**src/tpr_pkg.sv**
```systemverilog
/*
 * tpr_pkg: shared constants and carriers for the pma/pcs management bank.
 * assumes a 16-bit register space split by management device address.
 */
package tpr_pkg;
	// management device addresses
	localparam logic [4:0] TPR_DEV_PMA = 5'h01;
	localparam logic [4:0] TPR_DEV_PCS = 5'h03;
	// register offsets
	localparam logic [15:0] TPR_PCS_CONTROL_ONE = 16'h0000;
	localparam logic [15:0] TPR_PCS_STATUS_ONE = 16'h0001;
	localparam logic [15:0] TPR_PCS_DEVICES_PRESENT_LOW = 16'h0005;
	localparam logic [15:0] TPR_PCS_DEVICES_PRESENT_HIGH = 16'h0006;
	localparam logic [15:0] TPR_PCS_STATUS_TWO = 16'h0008;
	localparam logic [15:0] TPR_SINGLE_PAIR_PCS_CONTROL = 16'h08e6;
	localparam logic [15:0] TPR_PMA_LINK_HEALTH = 16'h8302;
	localparam logic [15:0] TPR_MEAN_SQUARE_ERROR = 16'h830b;
	// field positions
	localparam int TPR_CTL_SOFT_RESET_BIT = 15;
	localparam int TPR_CTL_LOOPBACK_BIT = 14;
	localparam int TPR_CTL_POWER_DOWN_BIT = 11;
	localparam int TPR_SP_LOOPBACK_BIT = 14;
	localparam int TPR_LH_FAR_HELD_BIT = 9;
	localparam int TPR_LH_FAR_LIVE_BIT = 8;
	localparam int TPR_LH_NEAR_HELD_BIT = 7;
	localparam int TPR_LH_NEAR_LIVE_BIT = 6;
	localparam int TPR_LH_DSCR_HELD_BIT = 5;
	localparam int TPR_LH_DSCR_LIVE_BIT = 4;
	localparam int TPR_LH_LINK_HELD_BIT = 1;
	localparam int TPR_LH_LINK_LIVE_BIT = 0;
	// constant read and reset values
	localparam logic [15:0] TPR_STATUS_ONE_VAL = 16'h0002;
	localparam logic [15:0] TPR_DEVS_LOW_VAL = 16'h008b;
	localparam logic [15:0] TPR_DEVS_HIGH_VAL = 16'hc000;
	localparam logic [15:0] TPR_STATUS_TWO_VAL = 16'h8000;
	localparam logic [15:0] TPR_CTL_RESET_VAL = 16'h0000;
	localparam logic [3:0] TPR_HELD_RESET_VAL = 4'h0;

	// live line conditions, one bit each
	typedef struct packed {
		logic far_receiver_ok;
		logic near_receiver_ok;
		logic descrambler_ok;
		logic link_up;
	} tpr_health_t;

	// management access request
	typedef struct packed {
		logic rd;
		logic wr;
		logic [4:0] dev;
		logic [15:0] addr;
		logic [15:0] wdata;
	} tpr_req_t;
endpackage

```
**src/tpr_status_regs.sv**
```systemverilog
/*
 * tpr_status_regs: pma link health, error power readout and the pcs
 * control/status registers of a single-pair 10 Mb/s phy.
 * assumes a frame engine on clk_sys presents one-cycle rd/wr strobes with
 * device address and register address; health inputs come from other
 * clock domains and are synchronised here.
 */
`timescale 1ns/1ps

////////////////////////////////////////////////////////////////////////////
// How it works
// [RULE1] any read of the link health register releases all held-low flags
// [RULE2] bit 9 holds far receiver ok low until read
// [RULE3] bit 7 holds near receiver ok low, bit 6 shows it live
// [RULE4] bit 5 holds descrambler ok low, bit 4 shows it live
// [RULE5] bit 1 holds link up low, bit 0 live; both reset to 0
// [RULE6] live far receiver ok is reported, placed at bit 8
// [RULE7] 16-bit read-only error power reading, reset zero, lsb 2^-18
// [RULE8] host forms snr as 0.64422 divided by the error reading
// [RULE9] pcs soft reset self clears and mirrors the pma soft reset
// [RULE10] pcs control bit 14 loops transmit data back to receive
// [RULE11] pcs control bit 11 is power down mirroring pma power down
// [RULE12] pcs status one reads 0x0002, power down capable
// [RULE13] devices present low reads 0x008b
// [RULE14] devices present high reads 0xc000
// [RULE15] pcs status two reads 0x8000, pcs exists
// [RULE16] single-pair pcs control bit 14 enables loopback, reset 0
// [RULE17] a held flag at 0 means loss since the previous read
// [RULE18] pma loopback control loops back when 1, normal when 0
// [RULE19] reserved bits read zero and ignore writes
// [RULE20] after release a held flag tracks live then latches new loss
module tpr_status_regs
	import tpr_pkg::*;
(
	input wire logic clk_sys,
	input wire logic rst,
	input wire tpr_req_t req,
	output logic [15:0] rdata,
	output logic rvalid,
	input wire tpr_health_t health_async,
	input wire logic [15:0] error_power_async,
	input wire logic medium_layer_soft_reset,
	input wire logic medium_layer_power_down,
	input wire logic medium_layer_loopback_on,
	output logic coding_layer_soft_reset,
	output logic coding_layer_power_down,
	output logic coding_layer_loopback_on,
	output logic single_pair_loopback_on,
	output logic pcs_loopback_active,
	output logic pma_loopback_active
);

	////////////////////////////////////////////////////////////////////
	// two-stage synchronisers; stage one is read only by stage two
	tpr_health_t health_s1_reg;
	tpr_health_t health_s2_reg;
	logic [15:0] err_s1_reg;
	logic [15:0] err_s2_reg;
	logic [15:0] err_s1_cmp_reg;
	logic [2:0] pma_s1_reg;
	logic [2:0] pma_s2_reg;
	logic [15:0] error_power_reading_reg;

	always_ff @(posedge clk_sys or posedge rst) begin
		if (rst) begin
			health_s1_reg <= '0;
			health_s2_reg <= '0;
			pma_s1_reg <= 3'h0;
			pma_s2_reg <= 3'h0;
		end else begin
			health_s1_reg <= health_async;
			health_s2_reg <= health_s1_reg;
			pma_s1_reg <= {medium_layer_soft_reset, medium_layer_power_down,
				medium_layer_loopback_on};
			pma_s2_reg <= pma_s1_reg;
		end
	end

	// error word: a multibit value may tear on its way across; the
	// reading is only taken when two successive samples agree
	always_ff @(posedge clk_sys or posedge rst) begin
		if (rst) begin
			err_s1_reg <= 16'h0000;
			err_s2_reg <= 16'h0000;
			error_power_reading_reg <= 16'h0000; // see [RULE7]
		end else begin
			err_s1_reg <= error_power_async;
			err_s2_reg <= err_s1_reg;
			if (err_s2_reg == err_s1_cmp_reg)
				error_power_reading_reg <= err_s2_reg; // see [RULE7]
		end
	end

	// previous settled sample, kept apart so a torn word is never taken
	always_ff @(posedge clk_sys or posedge rst) begin
		if (rst)
			err_s1_cmp_reg <= 16'h0000;
		else
			err_s1_cmp_reg <= err_s2_reg;
	end

	////////////////////////////////////////////////////////////////////
	// address decode helper
	function automatic logic hit(input tpr_req_t r, input logic [4:0] d,
		input logic [15:0] a);
		hit = (r.dev == d) && (r.addr == a);
	endfunction

	logic rd_link_health;
	logic wr_control_one;
	logic wr_single_pair;
	assign rd_link_health = req.rd && hit(req, TPR_DEV_PMA,
		TPR_PMA_LINK_HEALTH);
	assign wr_control_one = req.wr && hit(req, TPR_DEV_PCS,
		TPR_PCS_CONTROL_ONE);
	assign wr_single_pair = req.wr && hit(req, TPR_DEV_PCS,
		TPR_SINGLE_PAIR_PCS_CONTROL);

	////////////////////////////////////////////////////////////////////
	// held-low flags: a loss clears the flag and it stays clear until a
	// read; the read shows the held value, then the flag reloads from live
	logic [3:0] held_reg;
	logic [3:0] held_next;
	logic [3:0] live_vec;
	assign live_vec = {health_s2_reg.far_receiver_ok,
		health_s2_reg.near_receiver_ok, health_s2_reg.descrambler_ok,
		health_s2_reg.link_up};

	always_comb begin
		held_next = held_reg & live_vec; // see [RULE17]
		if (rd_link_health)
			held_next = live_vec; // see [RULE1] see [RULE20]
	end

	always_ff @(posedge clk_sys or posedge rst) begin
		if (rst)
			held_reg <= TPR_HELD_RESET_VAL; // see [RULE5]
		else
			held_reg <= held_next; // see [RULE2]
	end

	////////////////////////////////////////////////////////////////////
	// pcs control one: soft reset self clears one cycle after it is set;
	// the pma copy of either control feeds the same effect
	logic soft_reset_reg;
	logic loopback_reg;
	logic power_down_reg;
	logic sp_loopback_reg;
	logic pma_pd_q_reg;

	always_ff @(posedge clk_sys or posedge rst) begin
		if (rst)
			soft_reset_reg <= 1'b0;
		else if (wr_control_one && req.wdata[TPR_CTL_SOFT_RESET_BIT])
			soft_reset_reg <= 1'b1; // see [RULE9]
		else
			soft_reset_reg <= 1'b0; // see [RULE9]
	end

	// a soft reset returns control bits to their reset values
	always_ff @(posedge clk_sys or posedge rst) begin
		if (rst) begin
			loopback_reg <= TPR_CTL_RESET_VAL[TPR_CTL_LOOPBACK_BIT];
			power_down_reg <= TPR_CTL_RESET_VAL[TPR_CTL_POWER_DOWN_BIT];
			sp_loopback_reg <= TPR_CTL_RESET_VAL[TPR_SP_LOOPBACK_BIT];
			pma_pd_q_reg <= 1'b0;
		end else begin
			pma_pd_q_reg <= pma_s2_reg[1];
			if (soft_reset_reg || pma_s2_reg[2]) begin
				loopback_reg <= 1'b0; // see [RULE9]
				power_down_reg <= 1'b0;
				sp_loopback_reg <= 1'b0;
			end else begin
				if (wr_control_one) begin
					loopback_reg <= req.wdata[TPR_CTL_LOOPBACK_BIT]; // see [RULE10]
					power_down_reg <= req.wdata[TPR_CTL_POWER_DOWN_BIT]; // see [RULE11]
				end else if (pma_s2_reg[1] != pma_pd_q_reg) begin
					power_down_reg <= pma_s2_reg[1]; // see [RULE11]
				end
				if (wr_single_pair)
					sp_loopback_reg <= req.wdata[TPR_SP_LOOPBACK_BIT]; // see [RULE16]
			end
		end
	end

	////////////////////////////////////////////////////////////////////
	// read mux; unmapped addresses and reserved bits read zero
	logic [15:0] rd_value;
	always_comb begin
		rd_value = 16'h0000; // see [RULE19]
		if (req.dev == TPR_DEV_PMA) begin
			case (req.addr)
			TPR_PMA_LINK_HEALTH: begin
				rd_value[TPR_LH_FAR_HELD_BIT] = held_reg[3]; // see [RULE2]
				rd_value[TPR_LH_FAR_LIVE_BIT] = live_vec[3]; // see [RULE6]
				rd_value[TPR_LH_NEAR_HELD_BIT] = held_reg[2]; // see [RULE3]
				rd_value[TPR_LH_NEAR_LIVE_BIT] = live_vec[2]; // see [RULE3]
				rd_value[TPR_LH_DSCR_HELD_BIT] = held_reg[1]; // see [RULE4]
				rd_value[TPR_LH_DSCR_LIVE_BIT] = live_vec[1]; // see [RULE4]
				rd_value[TPR_LH_LINK_HELD_BIT] = held_reg[0]; // see [RULE5]
				rd_value[TPR_LH_LINK_LIVE_BIT] = live_vec[0]; // see [RULE5]
			end
			TPR_MEAN_SQUARE_ERROR: rd_value = error_power_reading_reg; // see [RULE7]
			default: rd_value = 16'h0000;
			endcase
		end else if (req.dev == TPR_DEV_PCS) begin
			case (req.addr)
			TPR_PCS_CONTROL_ONE: begin
				rd_value[TPR_CTL_SOFT_RESET_BIT] = soft_reset_reg;
				rd_value[TPR_CTL_LOOPBACK_BIT] = loopback_reg;
				rd_value[TPR_CTL_POWER_DOWN_BIT] = power_down_reg;
			end
			TPR_PCS_STATUS_ONE: rd_value = TPR_STATUS_ONE_VAL; // see [RULE12]
			TPR_PCS_DEVICES_PRESENT_LOW: rd_value = TPR_DEVS_LOW_VAL; // see [RULE13]
			TPR_PCS_DEVICES_PRESENT_HIGH: rd_value = TPR_DEVS_HIGH_VAL; // see [RULE14]
			TPR_PCS_STATUS_TWO: rd_value = TPR_STATUS_TWO_VAL; // see [RULE15]
			TPR_SINGLE_PAIR_PCS_CONTROL:
				rd_value[TPR_SP_LOOPBACK_BIT] = sp_loopback_reg; // see [RULE16]
			default: rd_value = 16'h0000;
			endcase
		end
	end

	// registered read answer, one cycle after the strobe
	always_ff @(posedge clk_sys or posedge rst) begin
		if (rst) begin
			rdata <= 16'h0000;
			rvalid <= 1'b0;
		end else begin
			rvalid <= req.rd;
			if (req.rd)
				rdata <= rd_value;
		end
	end

	////////////////////////////////////////////////////////////////////
	// control outputs, registered
	always_ff @(posedge clk_sys or posedge rst) begin
		if (rst) begin
			coding_layer_soft_reset <= 1'b0;
			coding_layer_power_down <= 1'b0;
			coding_layer_loopback_on <= 1'b0;
			single_pair_loopback_on <= 1'b0;
			pcs_loopback_active <= 1'b0;
			pma_loopback_active <= 1'b0;
		end else begin
			coding_layer_soft_reset <= soft_reset_reg || pma_s2_reg[2]; // see [RULE9]
			coding_layer_power_down <= power_down_reg; // see [RULE11]
			coding_layer_loopback_on <= loopback_reg; // see [RULE10]
			single_pair_loopback_on <= sp_loopback_reg; // see [RULE16]
			pcs_loopback_active <= loopback_reg || sp_loopback_reg; // see [RULE10]
			pma_loopback_active <= pma_s2_reg[0]; // see [RULE18]
		end
	end

endmodule

```
**config.mk**
```make
export PLATFORM = sky130hd
export DESIGN_NAME = tpr_status_regs
export DESIGN_NICKNAME = d
export VERILOG_FILES = /design/src/tpr_pkg.sv /design/src/tpr_status_regs.sv
export SDC_FILE = /design/constraint.sdc
export NUM_CORES = 1
export LEC_CHECK = 0
export ABC_AREA = 1
export BUFFER_PORTS_ARGS = -buffer_cell sky130_fd_sc_hd__clkbuf_2
export CAP_MARGIN = 0
export CORE_MARGIN = 8
export CORE_UTILIZATION = 24
export DETAILED_ROUTE_END_ITERATION = 7
export SLEW_MARGIN = 20
export SYNTH_ARGS = -nofsm -noshare
export SYNTH_HDL_FRONTEND = slang
export SYNTH_SLANG_ARGS = --single-unit
```
**constraint.sdc**
```tcl
create_clock -name clk_sys -period 5 [get_ports clk_sys]
set_clock_uncertainty 0.1 [all_clocks]
set_input_delay 1 -clock clk_sys [delete_from_list [all_inputs] [get_ports clk_sys]]
set_output_delay 1 -clock clk_sys [all_outputs]
set_load 0.03 [all_outputs]
```
# After elaboration in Yosys (flattened, before gate mapping)
# Cells that the tools add are included.
# word_totals
reg_bits	110
input_bits	64
wordCells	73
# op_classes
n_eq_ne	11
muxes	19
bitwise_logic	1
n_reduce_logical	14
# ops
op	count
16-bit equality test (second input constant)	2
16-bit by 3-bit equality test with 1-bit output (second input constant)	2
16-bit 2-to-1 mux	2
16-bit by 1-bit equality test with 1-bit output (second input constant)	1
16-bit by 12-bit equality test with 1-bit output (second input constant)	1
16-bit equality test	1
16-bit by 4-bit equality test with 1-bit output (second input constant)	1
16-bit zero test	1
8-bit case mux with 2 select lines	1
6-bit case mux with 2 select lines	1
1-bit 2-to-1 mux	9
1-bit logical AND	7
6-bit 2-to-1 mux	1
5-bit by 1-bit equality test with 1-bit output (second input constant)	1
5-bit by 2-bit equality test with 1-bit output (second input constant)	1
4-bit AND	1
4-bit 2-to-1 mux	1
2-bit case mux with 2 select lines	1
2-bit nonzero test	2
1-bit case mux with 3 select lines	1
3-bit nonzero test	1
1-bit logical OR	2
2-bit 2-to-1 mux	1
1-bit case mux with 2 select lines	1
2 further kinds	2

# Longest topological paths before layout
# Gate-level depths: netlist of run 1.
# logic_depth
ltp_word	5
depth_mapped	9
depth_no_buf	9

# Least setup slack after synthesis of run 1
# No wires, ideal clock.
# synth_timing
path_type	input-to-reg
startpoint	input port req[30] (netlist name)
endpoint	register rdata[11]
setup_time_ns	0.080
t_arrival_ns	1.800
required_ns	4.820
slack_ns	3.019
cell_stages	9
path_buffers	0
path_cell_list	inv_1 nand2_1 nor2_1 nand2_2 nor2_2 nand2_1 nor2_4 nand2_1 o211ai_2
# synth_between
elab_chain_len	4
# synth_rtl
item	line	text
start: declaration	tpr_status_regs.sv:37	input wire tpr_req_t req,
16-bit zero test	tpr_status_regs.sv:207	case (req.addr)
1-bit 2-to-1 mux	tpr_status_regs.sv:207	
16-bit 2-to-1 mux	tpr_status_regs.sv:206	end else if (req.dev == TPR_DEV_PCS) begin
16-bit 2-to-1 mux *	tpr_status_regs.sv:191	if (req.dev == TPR_DEV_PMA) begin
end signal: assignment	tpr_status_regs.sv:232	rdata <= rd_value;
end: declaration	tpr_status_regs.sv:38	output logic [15:0] rdata,
# Every way passes the cells marked *; elsewhere a longest branch is shown, timed or not.
# A chain may end at the register's enable or synchronous reset.

# Worst setup path in the final report of run 1
# layout_timing
startpoint	register rdata[1]
endpoint	output port rdata[1]
# No word-level cell between the ends.

==> results.cfg, run 1 <==
[power]
ir_drop_mv = 0.1354
clkPwrFrac_pct = 41.3
switchingPower_mw = 0.4182
p_per_area_nw_per_um2 = 355.4
p_leak_nw = 2.451
internal-power_mw = 1.360
power_frac_seq_pct = 52.9
p_comb_share_pct = 5.8
switching_share_pct = 23.53

[worst_hold_path]
hp-class = flip-flop to flip-flop
hold_start = err_s1_reg[6]$_DFF_PP0_

[clock_network]
path_clk_slew_ns = 0.08
root_buffer = clkbuf_16
post_cts_resized = 0
cts.sinks = 110
cts_setup_buffers = 0
cts_buffers = 9
clock_latency_ns = 0.34
clockBufferDepth = 2
cts-hold-fix-buffers = 0
cts_tree = yes
htree_levels = 3

[die]
coreArea_um2 = 16580
io_pins = 87
floorplan.die.width_um = 146.3
rows = 47
initial_utilization_pct = 24.57
chipHeight_um = 146.3
die_area_um2 = 21400

[synthesis]
ys_seq_area_share_pct = 67.57
synth_area_leaders = dfrtp_1 68%, nand2_1 8.2%, nand3_1 5.5%
yosysTopAreaCellShare_pct = 67.57
synth_top_area_cell = dfrtp_1
synth_compound_gate_area_share_pct = 2.181
synth_mux_area_share_pct = 0
yosys.area_share.adder_pct = 0
synth-xor-area-share_pct = 3.655
synth_cell_type_count = 26
synthesis.instances = 372
synthSimpleGateAreaFrac_pct = 23.00
syn-num-nets = 436
netlist_area_um2 = 4074
yosys_warnings = 0
syn_area_per_cell_um2 = 10.95
yosys_register_bits = 110
synth_top_family_by_area = simple AND/OR/NAND/NOR gates

[grt]
antenna_found_initial = 0
grt_start_max_net_pins = 69
grt_overflow = 0
grtUsageTotal_pct = 8.156
grt_pass1_vias = 2771
grt_first_pass_wirelength_um = 14070

[setup_path]
worst_setup_path_end_kind = output port
start_kind = flip-flop
required_ns = 3.90
timing.critical_path.buf_inv = 1
cp_cell_sequence = clkbuf_2
cp_max_fo = 2
critPathLaunch = rdata[1]$_DFFE_PP0P_
max_stage_delay_ns = 0.40
worstReg2RegStart = err_s2_reg[12]$_DFF_PP0_
path_class = flip-flop to output port
crit_family = flip-flops
slowest_stage = dfrtp_1
cp.arrival_ns = 0.94

[timing]
min_period_over_period_pct = 40.77
whs_ns = 0.2504
grt_setup_unrepaired = no
period_needed_ns = 2.039
tightest_slew_ns = 0.8294
max_freq_mhz = 490.6
hold_viol_final = 0
drv_slew = 0
finalSetupViolCount = 0
slew_headroom_pct = 44.71
timing.setup.tns_ns = 0

[final_layout]
antenna-diode-count = 0
layout.cells.non_filler = 677
layout-drive-gt1-share_pct = 25.82
areaGrowthSynthToFinish_pct = 22.79
nets = 516

[routing]
avgRoutedWirePerCell_um = 12.43
firstDrtPassIters = 4
drc = 0
final_antenna_net_count = 0
num_vias = 2694
drt_iter0_markers = 127
viasPerCell = 3.979
routed_wl_um = 8416

[job]
max-cap-violations = 0

[placed_design]
port_buffers = 73
gp_routability_congestion = 0.7722
dp_cells = 661
hpwlAfterDp_um = 6448

[run_status]
status = complete, no violations
## metrics by stage
stage	instance area, µm²	power [mW]	util, %	worst slack (ns)
floorplan	4074	1.017	-	0.9977
global placement	4687	1.060	28.26	2.647
detailed placement	4687	1.064	28.26	2.596
CTS	5002	1.809	30.16	2.944
global route	5002	1.859	30.16	2.761
finish	5002	1.778	30.16	2.961
## power groups by stage
stage	registers (mW)	logic (mW)	clock network (mW)
floorplan	0.967	0.0503	0
global placement	0.957	0.103	0
detailed placement	0.959	0.106	0
CTS	0.941	0.106	0.762
global route	0.945	0.116	0.798
finish	0.940	0.103	0.735
## final cells by class
type,count,area [µm²]
fillers,1766,11580
flip-flops and latches,110,2753
multi-input cells,228,1175
repair buffers,74,372.9
well taps,220,275.3
clock buffers,9,225.2
inverters,29,111.4
clock inverters,7,90.09
## cells by family (layout without fill, tap and decap cells)
group	Yosys count	count (layout)
AOI/OAI and AO/OA	14	14
xor gates and xnor gates	17	17
buffers and inverters	34	119
DFF	110	110
and+or+nand+nor	197	197
## placed cells by master, fill, tap and decap left out, types with 3 or more instances in the layout
| master | netlist | final |
|---|---|---|
| clkbuf_16 | 0 | 9 |
| clkbuf_2 | 0 | 73 |
| nand2_2 | 3 | 3 |
| nand4_1 | 9 | 9 |
| nand3_1 | 45 | 45 |
| a21oi_1 | 3 | 3 |
| nor2_4 | 9 | 9 |
| dfrtp_1 | 110 | 110 |
| inv_1 | 24 | 23 |
| o21a_1 | 4 | 4 |
| inv_2 | 5 | 5 |
| nand2_1 | 89 | 89 |
| nor2_1 | 30 | 30 |
| o21ai_1 | 4 | 4 |
| nor2_2 | 4 | 4 |
| xnor2_1 | 17 | 17 |
## layer usage
layer	up-vias	part of all wire, %	GRT usage (%)
li1	1349	-	-
met4	0	1.1	2.679
met2	66	48	13.38
met3	7	4.9	2.534
met1	1272	46	9.992
met5	-	0	0
## final timing paths
kind	end	slack, ns	cells past startpoint
hold / removal	err_s2_reg[6]$_DFF_PP0_	0.25	0
setup / recovery	rdata[1]	2.96	1
min in group asynchronous	pma_s2_reg[0]$_DFF_PP0_	0.70	2
setup reg to reg	error_power_reading_reg[15]$_DFFE_PP0N_	3.32	6
hold reg to reg	err_s2_reg[6]$_DFF_PP0_	0.25	0
max in group asynchronous	err_s1_reg[4]$_DFF_PP0_	3.03	3
## cell usage after synthesis
master / n
nor2_4: 9
o21ai_0: 1
nand2_4: 1
xnor2_1: 17
a31oi_1: 1
inv_2: 5
nor2_1: 30
and2_1: 1
buf_4: 1
o21a_1: 4
o211ai_2: 1
nand2_2: 3
nand3_2: 2
nand4_1: 9
nor3_1: 2
nor3_2: 1
o21ai_1: 4
nand2_1: 89
a21oi_1: 3
nand3_1: 45
dfrtp_1: 110
inv_1: 24
clkbuf_1: 2
nor2_2: 4
or2_2: 1
buf_6: 2
Power figures use the tool's default switching activity.
==> inputs of run 2 (changes only) <==
- ABC_AREA: 1 -> 0
- clock period: 5 -> 2.14 ns (I/O delays scaled with it)
==> run 2 against run 1 <==
Global-route usage increased by 0.81 points. Core utilization increased by 0.72 points. Synthesized cell count decreased by 26%. First-iteration DRC count increased by 34%. Clock power increased by 150%. Largest power group unchanged. Sequential power increased by 130%. Hold slack got worse by 0.17 ns.
==> results.cfg, run 2 <==
[run_status]
status = complete, no violations

[final_layout]
final_common_cell = dfrtp_1
layout.cells.non_filler = 595
layout_common_cells = 110 x dfrtp_1, 73 x clkbuf_2, 16 x xor2_1, 16 x mux2_2, 14 x buf_4
layout-drive-gt1-share_pct = 37.87
antenna-diode-count = 0
finish.utilization_pct = 30.89
nets = 434
final_area_um2 = 5104
areaGrowthSynthToFinish_pct = 26.48

[setup_path]
rrSetupSlack_ns = 0.27
rr_worst_depth = 5
worst_setup_path_end_kind = flip-flop
cp.arrival_ns = 2.00
required_ns = 2.27
path_class = flip-flop to flip-flop
start_kind = flip-flop
cp_max_fo = 16
worstReg2RegEnd = error_power_reading_reg[4]$_DFFE_PP0N_
worstReg2RegStart = err_s2_reg[2]$_DFF_PP0_

[grt]
grt_first_pass_wirelength_um = 15100
antenna_found_initial = 0
grt_overflow = 0
grt_start_max_net_pins = 44
grtUsageTotal_pct = 8.967
grt_pass1_vias = 2846

[synthesis]
synth_area_leaders = dfrtp_1 68%, mux2_2 4.5%, xor2_1 3.5%
syn-num-nets = 341
synth_top_flop_cell = dfrtp_1
yosys_register_bits = 110
synthesis.instances = 277
synth-edff-count = 0
synth_top_area_cell = dfrtp_1
syn_area_per_cell_um2 = 14.57
ys_seq_area_share_pct = 68.22
synthArstFlopShare_pct = 100.0
yosysTopAreaCellShare_pct = 68.22
netlist_area_um2 = 4035
yosys_warnings = 0
synthTopCellsByCount = 110 x dfrtp_1, 16 x mux2_2, 16 x xor2_1, 13 x inv_1, 10 x nor4_1
synth_most_common_cell = dfrtp_1
synth_cell_type_count = 53

[timing]
slew_headroom_pct = 66.65
timing.setup.tns_ns = 0
drv_slew = 0
max_freq_mhz = 534.5
period_needed_ns = 1.871
setup_ws_ns = 0.2690
tightest_slew_ns = 0.4965
min_period_over_period_pct = 87.43
finalSetupViolCount = 0
whs_ns = 0.08132
hold_viol_final = 0
grt_setup_unrepaired = no

[worst_hold_path]
hold_start = medium_layer_power_down
hp-class = primary input to flip-flop
whs_endpoint = pma_s1_reg[1]$_DFF_PP0_
holdPathStages = 1

[placed_design]
port_buffers = 73
place_ws_ns = -0.009808
place_area_um2 = 4763
hpwlAfterDp_um = 6815
dp_cells = 578
gp_routability_congestion = 0.7983

[routing]
wl_met3_um = 563
drc = 0
final_antenna_net_count = 0
met2_length_um = 4162
num_vias = 2500
firstDrtPassIters = 4
drt_iter0_markers = 170
wl_met1_um = 4124
avgRoutedWirePerCell_um = 15.04
routed.top_layer = met4
routed_wl_um = 8946
viasPerCell = 4.202

[power]
ir_drop_mv = 0.5425
p_leak_nw = 2.374
power_mw = 4.192
p_per_area_nw_per_um2 = 821.4

[die]
rows = 47
initial_utilization_pct = 24.42
floorplan.die.width_um = 145.7
die_area_um2 = 21220
chipHeight_um = 145.7
io_pins = 87
coreArea_um2 = 16520

[clock_network]
clockBufferDepth = 2
root_buffer = clkbuf_16
cts.sinks = 110
clock_latency_ns = 0.34
cts_tree = yes
post_cts_resized = 0
htree_levels = 3
path_clk_slew_ns = 0.07
cts_buffers = 9

[job]
max-cap-violations = 0
==> run 2: worst max-delay path by stage <==
stage | start | endpoint | depth (start not counted)
after floorplan | req[36] | rdata[11]$_DFFE_PP0P_ | 6
after global routing | err_s2_reg[2]$_DFF_PP0_ | error_power_reading_reg[11]$_DFFE_PP0N_ | 5
after detailed placement | req[26] | rdata[7]$_DFFE_PP0P_ | 7
after global placement | req[26] | rdata[11]$_DFFE_PP0P_ | 7
after CTS | err_s2_reg[2]$_DFF_PP0_ | error_power_reading_reg[7]$_DFFE_PP0N_ | 5
final | err_s2_reg[2]$_DFF_PP0_ | error_power_reading_reg[4]$_DFFE_PP0N_ | 5
==> run 2: critical path, cell delays in order, from the launching register on <==
cell     delay [ns]
dfrtp_1        0.42
xor2_1         0.17
nor4_1         0.41
nand4_1        0.13
buf_4          0.23
mux2_2         0.28
==> run 2: cell families after synthesis <==
group,after synthesis,share of synthesized area (%)
XOR/XNOR,16,3.473
AND/OR/NAND/NOR,76,13.64
buffers and inverters,21,2.729
AO/OA/AOI/OAI,37,7.225
flip-flops,110,68.22
adder cells (fa/ha/maj),1,0.2481
multiplexers,16,4.465
==> run 2: per-layer routing <==
layer | up-vias | GRT usage [%]
li1 | 1183 | -
met1 | 1226 | 11.46
met2 | 82 | 13.91
met3 | 9 | 3.576
met4 | 0 | 2.134
met5 | - | 0
==> run 2: timing repair <==
action / 4_1_cts / 5_1_grt
setup buffers: 0 / 0
hold buffers: 1 / 0
hold endpoints to repair: 13 / 0
==> run 2: power by group <==
part | switching, mW | internal, mW
sequential | 0.0340 | 2.14
clock | 0.743 | 1.07
combinational | 0.123 | 0.0794
total | 0.900 | 3.29
==> run 2: cell type report <==
class | count | area [µm²]
flip-flops and latches | 110 | 2753
clock inverters | 6 | 91.34
repair buffers | 90 | 520.5
inverters | 13 | 52.55
multi-input cells | 146 | 1172
fillers | 1655 | 11420
clock buffers | 10 | 239.0
well taps | 220 | 275.3
